--- config.mk ---
export PLATFORM = sky130hd
export DESIGN_NAME = kmsg_top
export DESIGN_NICKNAME = d
export VERILOG_FILES = /design/src/rtl/kmsg_pkg.sv /design/src/rtl/kmsg_sync.sv /design/src/rtl/kmsg_mode_decode.sv /design/src/rtl/kmsg_top.sv
export SDC_FILE = /design/constraint.sdc
export NUM_CORES = 1
export LEC_CHECK = 0
export BUFFER_PORTS_ARGS = -buffer_cell sky130_fd_sc_hd__buf_2
export CORE_MARGIN = 10
export CORE_UTILIZATION = 35
export CTS_CLUSTER_SIZE = 24
export DETAILED_ROUTE_END_ITERATION = 8
export PLACE_DENSITY = 0.54
export SYNTH_ARGS = -nofsm -noshare
export SYNTH_HDL_FRONTEND = slang
export SYNTH_SLANG_ARGS = --single-unit
--- constraint.sdc ---
create_clock -name pclk -period 1.9 [get_ports pclk]
set_input_delay 0.57 -clock pclk [delete_from_list [all_inputs] [get_ports pclk]]
set_output_delay 0.57 -clock pclk [all_outputs]
set_load 0.1 [all_outputs]
--- src/rtl/kmsg_pkg.sv ---
/*
  package for the keyboard matrix scan gpio block: register offsets, reset values,
  pin function codes and the packed carriers shared by the top and its leaves.
  assumes an apb slave with 32-bit data; each register holds its low 8 bits, the mode registers their low 24.
*/
`default_nettype none
package kmsg_pkg;
  // register indexes; byte address is four times the index
  localparam logic [7:0] IDX_MODE_A     = 8'h58;
  localparam logic [7:0] IDX_MODE_B     = 8'h59;
  localparam logic [7:0] IDX_MODE_C     = 8'h5A;
  localparam logic [7:0] IDX_DATA_C     = 8'h5E;
  localparam logic [7:0] IDX_SCAN_A     = 8'h60;
  localparam logic [7:0] IDX_SCAN_B     = 8'h61;
  localparam logic [7:0] IDX_SCAN_C     = 8'h62;
  localparam logic [7:0] IDX_RET_A      = 8'h63;
  localparam logic [7:0] IDX_RET_B      = 8'h64;
  localparam logic [7:0] IDX_RET_C      = 8'h65;
  localparam logic [7:0] IDX_SCAN_CFG   = 8'h66;
  localparam logic [7:0] IDX_SYS_STATUS = 8'h69;
  localparam logic [9:0] ADDR_MASK      = 10'h3FF;
  // reset values
  localparam logic [7:0] RST_SCAN_DRIVE = 8'h00;
  localparam logic [7:0] RST_RETURN     = 8'hFF;
  localparam logic [7:0] RST_SCAN_CFG   = 8'h00;
  localparam logic [7:0] RST_DATA       = 8'h00;
  localparam logic [2:0] RST_MODE       = 3'h0;
  // field positions of the scan configuration register
  localparam int CFG_SWITCH_LSB = 4;
  localparam int CFG_SWITCH_MSB = 7;
  localparam int CFG_SOURCE_BIT = 3;
  localparam int CFG_SENSE_BIT  = 2;
  localparam int CFG_RATE_MSB   = 1;
  localparam int CFG_RATE_LSB   = 0;
  // three-bit pin function codes, one per pin
  localparam logic [2:0] FN_GP_IN  = 3'h0;
  localparam logic [2:0] FN_SENSE  = 3'h3;
  localparam logic [2:0] FN_GP_OUT = 3'h4;
  localparam logic [2:0] FN_SCAN   = 3'h7;
  localparam int         PIN_COUNT = 8;
  // a timing count: synchroniser depth
  localparam int         SYNC_STAGES = 3;

  typedef struct packed {
    logic [7:0] gp_in;
    logic [7:0] gp_out;
    logic [7:0] sense;
    logic [7:0] scan;
  } kmsg_fn_t;

  typedef struct packed {
    logic [1:0] floppy_code;
    logic [1:0] display_code;
    logic       primary_kbd_source_sel;
    logic       matrix_sense_mode;
    logic [1:0] periodic_nmi_rate_sel;
  } kmsg_cfg_t;
endpackage
`default_nettype wire

--- src/rtl/kmsg_sync.sv ---
/*
  three-flop input synchroniser for one pin group; a change is taken once the
  second and third flops agree. assumes pins are asynchronous to pclk.
*/
`default_nettype none
module kmsg_sync (
  // clock and reset
  input  wire logic       pclk,
  input  wire logic       presetn,
  // pins and result
  input  wire logic [7:0] pin_in,
  output var  logic [7:0] level
);
  logic [7:0] stage1;
  logic [7:0] stage2;
  logic [7:0] stage3;

  always_ff @(posedge pclk or negedge presetn) begin
    if (!presetn) begin
      stage1 <= kmsg_pkg::RST_RETURN;
      stage2 <= kmsg_pkg::RST_RETURN;
      stage3 <= kmsg_pkg::RST_RETURN;
    end else begin
      stage1 <= pin_in;
      stage2 <= stage1;
      stage3 <= stage2;
    end
  end

  // per bit, keep the old level until the later two flops agree
  always_ff @(posedge pclk or negedge presetn) begin
    if (!presetn) begin
      level <= kmsg_pkg::RST_RETURN;
    end else begin
      level <= (stage2 & stage3) | (level & (stage2 ^ stage3));
    end
  end
endmodule
`default_nettype wire

--- src/rtl/kmsg_mode_decode.sv ---
/*
  decodes a group mode word (three bits per pin) into per-pin function masks.
  assumes the mode word comes from registers on the same clock.
*/
`default_nettype none
module kmsg_mode_decode (
  // mode word
  input  wire logic [23:0]             mode,
  // decoded functions
  output var  kmsg_pkg::kmsg_fn_t      fn
);
  always_comb begin
    fn = '0;
    for (int i = 0; i < kmsg_pkg::PIN_COUNT; i++) begin
      fn.gp_in[i]  = (mode[3*i +: 3] == kmsg_pkg::FN_GP_IN);
      fn.gp_out[i] = (mode[3*i +: 3] == kmsg_pkg::FN_GP_OUT);
      fn.sense[i]  = (mode[3*i +: 3] == kmsg_pkg::FN_SENSE);
      fn.scan[i]   = (mode[3*i +: 3] == kmsg_pkg::FN_SCAN);
    end
  end
endmodule
`default_nettype wire

--- src/rtl/kmsg_top.sv ---
/*
  keyboard matrix scan gpio block: apb register slave, group c data register,
  scan drive registers for groups a/b/c, return status registers and the
  keyboard scan configuration register.
  assumes a single pclk domain; pins arrive asynchronously and are synchronised.
  pin drive: oe_n low means the pin is driven, by *_out.
*/
// Notes on behaviour
// - group c outputs drive written data bits
// - group c output bits read back written value
// - group c input bits read pin, ignore writes
// - other data bits ignore writes, read zero
// - group b scan pins follow second drive register
// - group c scan pins follow third drive register
// - first return register shows group a pins
// - unassigned first return bits read one
// - second return register shows group b sense pins
// - third return register shows group c sense pins
// - switch nibble resets zero, readable via status port
// - switch codes mean floppy count and display
// - switch bits control no hardware
// - bit 3 selects primary keyboard source
// - bit 2 selects full or partial scan
// - bits 1:0 select periodic nmi rate
`default_nettype none
module kmsg_top (
  // apb
  input  wire logic        pclk,
  input  wire logic        presetn,
  input  wire logic        psel,
  input  wire logic        penable,
  input  wire logic        pwrite,
  input  wire logic [11:0] paddr,
  input  wire logic [31:0] pwdata,
  output logic             pready,
  output logic             pslverr,
  output logic [31:0]      prdata,
  // group a pins
  input  wire logic [7:0]  group_a_in,
  output logic [7:0]       group_a_out,
  output logic [7:0]       group_a_oe_n,
  // group b pins
  input  wire logic [7:0]  group_b_in,
  output logic [7:0]       group_b_out,
  output logic [7:0]       group_b_oe_n,
  // group c pins
  input  wire logic [7:0]  group_c_in,
  output logic [7:0]       group_c_out,
  output logic [7:0]       group_c_oe_n,
  // configuration to the keyboard and nmi logic
  output logic             primary_kbd_source_sel,
  output logic             matrix_sense_mode,
  output logic [1:0]       periodic_nmi_rate_sel
);
  logic [23:0]         mode_a;
  logic [23:0]         mode_b;
  logic [23:0]         mode_c;
  logic [7:0]          group_c_data_bits;
  logic [7:0]          scan_drive_group_a;
  logic [7:0]          scan_drive_group_b;
  logic [7:0]          scan_drive_group_c;
  kmsg_pkg::kmsg_cfg_t keyboard_scan_config;
  kmsg_pkg::kmsg_fn_t  fn_a;
  kmsg_pkg::kmsg_fn_t  fn_b;
  kmsg_pkg::kmsg_fn_t  fn_c;
  logic [7:0]          level_a;
  logic [7:0]          level_b;
  logic [7:0]          level_c;
  logic [7:0]          return_status_group_a;
  logic [7:0]          return_status_group_b;
  logic [7:0]          return_status_group_c;
  logic [7:0]          legacy_system_status_port;
  logic [7:0]          data_c_view;
  logic [7:0]          next_rdata;
  logic                next_err;
  logic [9:0]          index;
  logic                setup;
  logic                wr;
  logic [7:0]          wbyte;
  logic [7:0]          next_out_a;
  logic [7:0]          next_oe_a;
  logic [7:0]          next_out_b;
  logic [7:0]          next_oe_b;
  logic [7:0]          next_out_c;
  logic [7:0]          next_oe_c;

  assign index = paddr[11:2] & kmsg_pkg::ADDR_MASK;
  assign setup = psel && !penable;
  // answer in the cycle after setup, so one wait-free access phase
  assign wr    = psel && penable && pready && pwrite;
  assign wbyte = pwdata[7:0];

  // one decoder per group; the decode is pure logic on registered mode words
  kmsg_mode_decode u_dec_a (
    .mode (mode_a),
    .fn   (fn_a)
  );
  kmsg_mode_decode u_dec_b (
    .mode (mode_b),
    .fn   (fn_b)
  );
  kmsg_mode_decode u_dec_c (
    .mode (mode_c),
    .fn   (fn_c)
  );

  // pins reach the return and data views only through these; a key change
  // shows up in a read four to five edges later, which software never notices
  kmsg_sync u_sync_a (
    .pclk    (pclk),
    .presetn (presetn),
    .pin_in  (group_a_in),
    .level   (level_a)
  );
  kmsg_sync u_sync_b (
    .pclk    (pclk),
    .presetn (presetn),
    .pin_in  (group_b_in),
    .level   (level_b)
  );
  kmsg_sync u_sync_c (
    .pclk    (pclk),
    .presetn (presetn),
    .pin_in  (group_c_in),
    .level   (level_c)
  );

  // mode registers, three bits per pin packed low pin first
  always_ff @(posedge pclk or negedge presetn) begin
    if (!presetn) begin
      mode_a <= {8{kmsg_pkg::RST_MODE}};
    end else if (wr && index == {2'h0, kmsg_pkg::IDX_MODE_A}) begin
      mode_a <= pwdata[23:0];
    end
  end

  always_ff @(posedge pclk or negedge presetn) begin
    if (!presetn) begin
      mode_b <= {8{kmsg_pkg::RST_MODE}};
    end else if (wr && index == {2'h0, kmsg_pkg::IDX_MODE_B}) begin
      mode_b <= pwdata[23:0];
    end
  end

  always_ff @(posedge pclk or negedge presetn) begin
    if (!presetn) begin
      mode_c <= {8{kmsg_pkg::RST_MODE}};
    end else if (wr && index == {2'h0, kmsg_pkg::IDX_MODE_C}) begin
      mode_c <= pwdata[23:0];
    end
  end

  // only output-mode bits take a write; others keep their value
  always_ff @(posedge pclk or negedge presetn) begin
    if (!presetn) begin
      group_c_data_bits <= kmsg_pkg::RST_DATA;
    end else if (wr && index == {2'h0, kmsg_pkg::IDX_DATA_C}) begin
      group_c_data_bits <= (wbyte & fn_c.gp_out) | (group_c_data_bits & ~fn_c.gp_out);
    end
  end

  // drive registers keep all eight bits; only scan-mode pins act on them,
  // so software may preload a drive pattern before switching the mode
  always_ff @(posedge pclk or negedge presetn) begin
    if (!presetn) begin
      scan_drive_group_a <= kmsg_pkg::RST_SCAN_DRIVE;
    end else if (wr && index == {2'h0, kmsg_pkg::IDX_SCAN_A}) begin
      scan_drive_group_a <= wbyte;
    end
  end

  always_ff @(posedge pclk or negedge presetn) begin
    if (!presetn) begin
      scan_drive_group_b <= kmsg_pkg::RST_SCAN_DRIVE;
    end else if (wr && index == {2'h0, kmsg_pkg::IDX_SCAN_B}) begin
      scan_drive_group_b <= wbyte;
    end
  end

  always_ff @(posedge pclk or negedge presetn) begin
    if (!presetn) begin
      scan_drive_group_c <= kmsg_pkg::RST_SCAN_DRIVE;
    end else if (wr && index == {2'h0, kmsg_pkg::IDX_SCAN_C}) begin
      scan_drive_group_c <= wbyte;
    end
  end

  // the switch nibble is stored only; no logic reads it but the status port and the config register readback
  always_ff @(posedge pclk or negedge presetn) begin
    if (!presetn) begin
      keyboard_scan_config <= kmsg_pkg::RST_SCAN_CFG;
    end else if (wr && index == {2'h0, kmsg_pkg::IDX_SCAN_CFG}) begin
      keyboard_scan_config.floppy_code  <= wbyte[kmsg_pkg::CFG_SWITCH_MSB -: 2];
      keyboard_scan_config.display_code <= wbyte[kmsg_pkg::CFG_SWITCH_LSB +: 2];
      keyboard_scan_config.primary_kbd_source_sel <= wbyte[kmsg_pkg::CFG_SOURCE_BIT];
      keyboard_scan_config.matrix_sense_mode      <= wbyte[kmsg_pkg::CFG_SENSE_BIT];
      keyboard_scan_config.periodic_nmi_rate_sel  <=
        wbyte[kmsg_pkg::CFG_RATE_MSB:kmsg_pkg::CFG_RATE_LSB];
    end
  end

  always_ff @(posedge pclk or negedge presetn) begin
    if (!presetn) begin
      primary_kbd_source_sel <= 1'b0;
      matrix_sense_mode      <= 1'b0;
      periodic_nmi_rate_sel  <= 2'h0;
    end else begin
      primary_kbd_source_sel <= keyboard_scan_config.primary_kbd_source_sel;
      matrix_sense_mode      <= keyboard_scan_config.matrix_sense_mode;
      periodic_nmi_rate_sel  <= keyboard_scan_config.periodic_nmi_rate_sel;
    end
  end

  // return registers are pure views: no storage, so writes cannot alter them
  assign return_status_group_a = level_a | ~fn_a.sense;
  assign return_status_group_b = level_b | ~fn_b.sense;
  assign return_status_group_c = level_c | ~fn_c.sense;
  assign legacy_system_status_port = {keyboard_scan_config.floppy_code,
                                      keyboard_scan_config.display_code, 4'h0};
  assign data_c_view = (group_c_data_bits & fn_c.gp_out) | (level_c & fn_c.gp_in);

  always_comb begin
    next_rdata = 8'h00;
    next_err   = 1'b0;
    unique case (index)
      {2'h0, kmsg_pkg::IDX_DATA_C}:     next_rdata = data_c_view;
      {2'h0, kmsg_pkg::IDX_SCAN_A}:     next_rdata = scan_drive_group_a;
      {2'h0, kmsg_pkg::IDX_SCAN_B}:     next_rdata = scan_drive_group_b;
      {2'h0, kmsg_pkg::IDX_SCAN_C}:     next_rdata = scan_drive_group_c;
      {2'h0, kmsg_pkg::IDX_RET_A}:      next_rdata = return_status_group_a;
      {2'h0, kmsg_pkg::IDX_RET_B}:      next_rdata = return_status_group_b;
      {2'h0, kmsg_pkg::IDX_RET_C}:      next_rdata = return_status_group_c;
      {2'h0, kmsg_pkg::IDX_SCAN_CFG}:   next_rdata = keyboard_scan_config;
      {2'h0, kmsg_pkg::IDX_SYS_STATUS}: next_rdata = legacy_system_status_port;
      {2'h0, kmsg_pkg::IDX_MODE_A},
      {2'h0, kmsg_pkg::IDX_MODE_B},
      {2'h0, kmsg_pkg::IDX_MODE_C}:     next_rdata = 8'h00;
      default:                          next_err   = 1'b1;
    endcase
  end

  // apb: pready pulses one cycle after setup; read data captured at setup
  always_ff @(posedge pclk or negedge presetn) begin
    if (!presetn) begin
      pready  <= 1'b0;
      pslverr <= 1'b0;
      prdata  <= 32'h0000_0000;
    end else begin
      pready  <= setup;
      pslverr <= setup && next_err;
      if (setup) begin
        unique case (index)
          {2'h0, kmsg_pkg::IDX_MODE_A}: prdata <= {8'h00, mode_a};
          {2'h0, kmsg_pkg::IDX_MODE_B}: prdata <= {8'h00, mode_b};
          {2'h0, kmsg_pkg::IDX_MODE_C}: prdata <= {8'h00, mode_c};
          default:                      prdata <= {24'h00_0000, next_rdata};
        endcase
      end
    end
  end

  // scan lines are open drain: 1 drives low, 0 floats; group c gp outputs drive data
  always_comb begin
    next_out_a = 8'h00;
    next_oe_a  = ~(fn_a.scan & scan_drive_group_a);
    next_out_b = 8'h00;
    next_oe_b  = ~(fn_b.scan & scan_drive_group_b);
    next_out_c = group_c_data_bits & fn_c.gp_out;
    next_oe_c  = ~((fn_c.scan & scan_drive_group_c) | fn_c.gp_out);
  end

  // pin drive is registered so the pads never see decode glitches; the cost
  // is one edge between a committed write and the pin change
  always_ff @(posedge pclk or negedge presetn) begin
    if (!presetn) begin
      group_a_out  <= 8'h00;
      group_a_oe_n <= 8'hFF;
    end else begin
      group_a_out  <= next_out_a;
      group_a_oe_n <= next_oe_a;
    end
  end

  always_ff @(posedge pclk or negedge presetn) begin
    if (!presetn) begin
      group_b_out  <= 8'h00;
      group_b_oe_n <= 8'hFF;
    end else begin
      group_b_out  <= next_out_b;
      group_b_oe_n <= next_oe_b;
    end
  end

  always_ff @(posedge pclk or negedge presetn) begin
    if (!presetn) begin
      group_c_out  <= 8'h00;
      group_c_oe_n <= 8'hFF;
    end else begin
      group_c_out  <= next_out_c;
      group_c_oe_n <= next_oe_c;
    end
  end
endmodule
`default_nettype wire

==> results of run 1 <==
report_power, final:
part | switching, W | internal [W] | leakage [nW]
Combinational | 0.000765 | 0.000320 | 3.02
Clock | 0.00239 | 0.00356 | 0.513
Sequential | 0.000100 | 0.00602 | 3.34
Total | 0.00326 | 0.00991 | 6.87
area by class of cell:
type	count	area, um^2	share of cell area
Clock inverter	14	141	0.00974
Timing Repair Buffer	232	1930	0.133
Sequential cell	270	6910	0.476
Multi-Input combinational cell	518	4120	0.284
Tap cell	402	503	0.0347
Inverter	1	3.75	0.000259
Clock buffer	44	896	0.0617
worst max-delay path by stage:
stage | startpoint | end | slack [ns] | cells past startpoint
final | group_b_oe_n[6] | group_b_oe_n[6] | 0.03 | 1
after global routing | group_b_oe_n[6] | group_b_oe_n[6] | -0.003 | 1
after CTS | group_c_oe_n[4] | group_c_oe_n[4] | 0.0006 | 1
after detailed placement | paddr[9] | mode_a[4] | -0.39 | 6
after global placement | paddr[9] | mode_a[1] | -0.36 | 6
after floorplan | pready | mode_a[0] | -0.17 | 5
routing by layer:
| metal | wire length [um] | GRT usage | up-vias |
|---|---|---|---|
| met5 | 54 | 0 | - |
| met4 | 643 | 0.0458 | 10 |
| met3 | 1710 | 0.0368 | 52 |
| li1 | - | - | 3437 |
| met1 | 14300 | 0.214 | 3825 |
| met2 | 14300 | 0.244 | 177 |
registers in the layout, indices dropped and copies added (netlist names), 24 cells and up, named ones only:
register	count
mode_c	24
mode_a	24
mode_b	24
prdata	24
layout by cell type, fill, tap and decap left out, types with 8 or more instances in the layout:
master	count
nand4_1	29
o21ai_0	16
ha_1	24
a21oi_1	27
nand3_1	20
a21o_1	25
nor2_1	41
dfrtp_1	149
buf_4	123
buf_8	19
and3_1	18
nand2_1	39
conb_1	24
o21ai_1	16
mux2i_1	14
mux2_4	44
clkbuf_16	32
a22o_1	16
buf_2	64
dfstp_2	120
mux2_1	25
a31oi_1	13
mux2_2	49
nor3_1	8
buf_12	16
metrics by stage:
stage	total power (W)	cell area (um^2)	cells	setup slack, ns
after floorplan	0.00683	11400	842	-0.167
after global placement	0.00728	13100	1422	-0.355
after detailed placement	0.00729	13100	1422	-0.390
after CTS	0.0134	14400	1481	0.000591
after global routing	0.0137	14500	1481	-0.00318
final	0.0132	14500	1481	0.0314
cells by family (layout without fill, tap and decap cells):
logic type               count (synthesis)  count (layout)
multiplexers                           132             132
adder cells (fa/ha/maj)                 24              24
flip-flops                             270             270
AO/OA/AOI/OAI                          146             146
AND/OR/NAND/NOR                        192             192
buffers and inverters                   54             291
other                                    1              24
timing repair:
action                                  CTS  global route
hold buffers                              1             0
endpoints found under the setup margin   52            28
resized for setup                        79            30
hold endpoints to repair                 19             0
==> impl_results.md, run 1 <==
- Buffers on Ports: 124
- Crit. End Element: output pin
- CP max-delay cell: dfstp_2
- Mapped Cells: 819
- CTS sink count: 270
- Type of the worst setup path: reg -> out
- Gr usage total: 0.157
- Mux share of post-synthesis cell area: 0.138
- Xor-xnor portion of the synthesized cell area: 0
- Largest area contributor in the netlist: dfrtp_1
- Pin count of the biggest net entering global routing: 57
- WP data arrival: 1.30 ns
- Number of global-route vias before repair: 7833
- P per Cell Area: 907 nW/um^2
- Fin crit share: 0.983
- CTS tree: yes
- TritonCTS Buffers: 31
- Seq/Total Area, Yosys: 0.619
- Hold path depth: 1
- Yosys cell types: 63
- Crit path cell chain: buf_8
- Setup repair bufs after CTS: 0
- Die width: 199 um
- Post-Syn Area per Cell: 13.6 um^2
- CP max FO: 1
- Crit-path max cell delay: 0.54 ns
- Global-route wire length before repair: 47800 um
- Max-cap violations: 0
- Core area: 31500 um^2
- Relative slew slack: 0.643
- Worst hold path type: in -> reg
- Synth cell count leaders: dfrtp_1 (150), dfstp_2 (120), mux2_2 (68)
- Die area: 39400 um^2
- Initial antenna violation count: 5
- Most numerous cell in the Yosys netlist: dfrtp_1
- Measured slew at the worst slew-check pin: 0.536 ns
- #FFs+latches synth: 270
- Worst reg2reg path endpoint: mode_c[7]
- Critical path buffers and inverters: 1
- Minimum clock period: 1.87 ns
- Worst vdd ir: 0.656 mV
- Hold EP: u_sync_a.stage1[7]
- Root buf cell: clkbuf_16
- Filler Cell Count: 2889
- Main synth FF type: dfrtp_1
- Pleak: 6.87 nW
- Initial Utilization: 0.354
- Post-Synth Adder-Cell Area: 0.0269
- Worst hold slack: 0.104 ns
- Dpl hpwl: 23000 um
- Clock slew at reported path FFs: 0.06 ns
- Synth async-reset ratio: 1.00
- Clock Latency Late Sink: 0.56 ns
- Total Wirelength: 31000 um
- Main combinational cell family by area after synthesis: multiplexers
- YS warnings: 0
- Nature of the critical path startpoint: flip-flop
- Peak Freq: 535 MHz
- Die Ht: 199 um
- Status: finished, final reports clean
- Post-route ant nets: 0
- Residual DRC count: 0
- P&R area growth vs syn: 30.1%
- Clock skew: 0.0185 ns
- Post-route setup TNS: 0 ns
- DRT iter0 DRCs: 650
- Gr ovfl total: 0
- Synth Area in Compound Gates: 0.0883
- Area contributors post-synth: dfrtp_1 (34%), dfstp_2 (28%), mux2_2 (6.9%), mux2_1 (3.0%), ha_1 (2.7%)
- Post-synth EDFFs: 0
- Number of H-tree levels: 1
- DR WL/cell: 20.9 um
- WP data required: 1.33 ns
- N_diodes: 0
- Fin. Hold Viols: 0
- Clock Tree Buf Depth: 3
- Vias: 7501
- Std-Cell Rows: 65
- Nets: 1151
- Via-per-instance ratio: 5.06
- 1st-pass router iterations: 4
- Final Max Slew Viols: 0
- RD Place Congestion: 0.870
- Post-Syn Area: 11200 um^2
- I/O Pins: 159
- Top cell family by delay on the critical path: flip-flops
- Layout Utilization: 0.461
- HP Start: group_a_in[7]
- R2r startpoint: pready
- Share of layout cells above drive strength 1: 0.474
- R2R Setup Slk: 0.05 ns
- RSZ-0062 raised after global routing: true
- FF-to-FF path depth: 5
- Simple-Gate Fraction of Synth Area: 0.0950
- Synth top area share: 0.337
- Setup violators final: 0
Power figures use the tool's default switching activity.
==> inputs of run 2 (changes only) <==
- BUFFER_PORTS_ARGS: -buffer_cell sky130_fd_sc_hd__buf_2 -> -buffer_cell sky130_fd_sc_hd__clkbuf_2
==> run 2 against run 1 <==
  * Global-route usage is 0.29 points lower
  * Die area is the same
  * Clock-buffer cell count is 3 higher
  * Largest cell class unchanged
==> impl_results.md, run 2 (synthesis gave the netlist of run 1 again) <==
- Status: finished, final reports clean
- Initial antenna violation count: 0
- Share of layout cells above drive strength 1: 0.477
- Buffers on Ports: 124
- Crit. End Element: output pin
- Worst hold slack: 0.102 ns
- Clock Tree Buf Depth: 3
- Comb pwr share: 0.084
- Dpl hpwl: 23200 um
- Gr ovfl total: 0
- Placed cell areas: 13300 um^2
- Seq pwr share: 0.476
- Net Switching: 0.00311 W
- Vias: 7387
- Final Max Slew Viols: 0
- R2r startpoint: pready
- Number of global-route vias before repair: 7915
- CTS tree: yes
- WP data required: 1.33 ns
- Number of H-tree levels: 1
- Clock slew at reported path FFs: 0.06 ns
- 1st-pass router iterations: 4
- Via-per-instance ratio: 4.95
- Max-cap violations: 0
- Crit path cell chain: clkbuf_4
- Critical path buffers and inverters: 1
- CTS sink count: 270
- Initial Utilization: 0.354
- Setup violators final: 0
- WP data arrival: 1.29 ns
- Crit. Startpoint: pready
- Nets: 1161
- Filler Cell Count: 2865
- Die area: 39400 um^2
- Fin area: 14500 um^2
- Peak Freq: 537 MHz
- I/O Pins: 159
- Most frequent cells in the layout: dfrtp_1 (149), dfstp_2 (120), buf_4 (111)
- Clock Latency Late Sink: 0.55 ns
- HP Start: group_a_in[7]
- Pin count of the biggest net entering global routing: 47
- Gr usage total: 0.154
- Nature of the critical path startpoint: flip-flop
- Sw frac: 0.242
- Crit path depth: 1
- DR WL/cell: 20.4 um
- Residual DRC count: 0
- P per Cell Area: 888 nW/um^2
- Clock skew: 0.00870 ns
- Setup repair bufs after CTS: 0
- Commonest non-fill, non-tap cell in the layout: dfrtp_1
- Clock power frac: 0.440
- RD Place Congestion: 0.920
- RSZ-0062 raised after global routing: true
- Std-Cell Rows: 65
- Measured slew at the worst slew-check pin: 0.509 ns
- Fin crit share: 0.980
- CP max-delay cell: dfrtp_4
- TritonCTS Buffers: 30
- Global-route wire length before repair: 47400 um
- Pleak: 6.87 nW
- Die width: 199 um
- Crit-path max cell delay: 0.46 ns
- Core area: 31500 um^2
- FF-to-FF path depth: 6
- DRT iter0 DRCs: 363
- Post-route ant nets: 0
- Relative slew slack: 0.658
- Hold path depth: 1
- Worst vdd ir: 0.572 mV
- Top cell family by delay on the critical path: flip-flops
- P&R area growth vs syn: 29.7%
- Minimum clock period: 1.86 ns
- Worst hold path type: in -> reg
- Root buf cell: clkbuf_16
- CP max FO: 2
- Total Wirelength: 30400 um
- Internal: 0.00974 W
- Type of the worst setup path: reg -> out
- Die Ht: 199 um
- Fin. Hold Viols: 0
-- run 2: cell types whose count changed in the layout (fill, tap and decap cells not counted), sizes merged --
cell / change
clkbuf: +91
bufinv: -1
clkinvlp: -1
inv: -2
buf: -77
diode: +1
clkinv: -1
-- run 2: layout make-up --
cell class,count,area (um^2),area share
antenna,1,2.50,0.000173
clock buffer,47,906,0.0626
clock inverter,9,75.1,0.00519
inverter,1,3.75,0.000259
multi-input combinational,518,4120,0.285
sequential,270,6910,0.478
tap,402,503,0.0348
timing repair buffer,243,1940,0.134
-- run 2: power groups by stage --
stage	combinational, W	sequential, W	clock, W
after floorplan	0.000493	0.00634	0
after global placement	0.00107	0.00621	0
after detailed placement	0.00108	0.00622	0
after CTS	0.00109	0.00612	0.00580
after global routing	0.00116	0.00614	0.00607
final	0.00108	0.00612	0.00565
-- run 2: per-stage QoR --
stage	total power [W]	std cells	util	TNS (ns)	setup WS, ns
after floorplan	0.00683	842	-	-8.52	-0.167
after global placement	0.00728	1433	0.423	-40.51	-0.379
after detailed placement	0.00729	1433	0.423	-42.11	-0.395
after CTS	0.0130	1490	0.459	0	0.00699
after global routing	0.0134	1490	0.460	-0.0321	-0.0155
final	0.0128	1491	0.460	0	0.0372
-- run 2: worst paths after layout --
path / end / slack, ns
worst max register to register: keyboard_scan_config[4] / 0.04
min in group asynchronous: periodic_nmi_rate_sel[1] / 0.53
worst min register to register: u_sync_a.stage2[6] / 0.35
worst max-delay path: pready / 0.04
max in group asynchronous: u_sync_c.stage2[1] / 0.71
worst min-delay path: u_sync_a.stage1[7] / 0.10
-- run 2: per-layer routing --
metal	track usage	vias up	routed length (um)
li1	-	3453	-
met1	0.200	3731	13200
met2	0.254	154	14700
met3	0.0367	49	1920
met4	0.0359	0	617
met5	0	-	0
-- run 2: repair_timing --
item	4_1_cts	5_1_grt
hold buffers	1	0
resized for setup	52	3
pin swaps	0	1
endpoints found under the setup margin	52	25
endpoints found under the hold margin	15	0
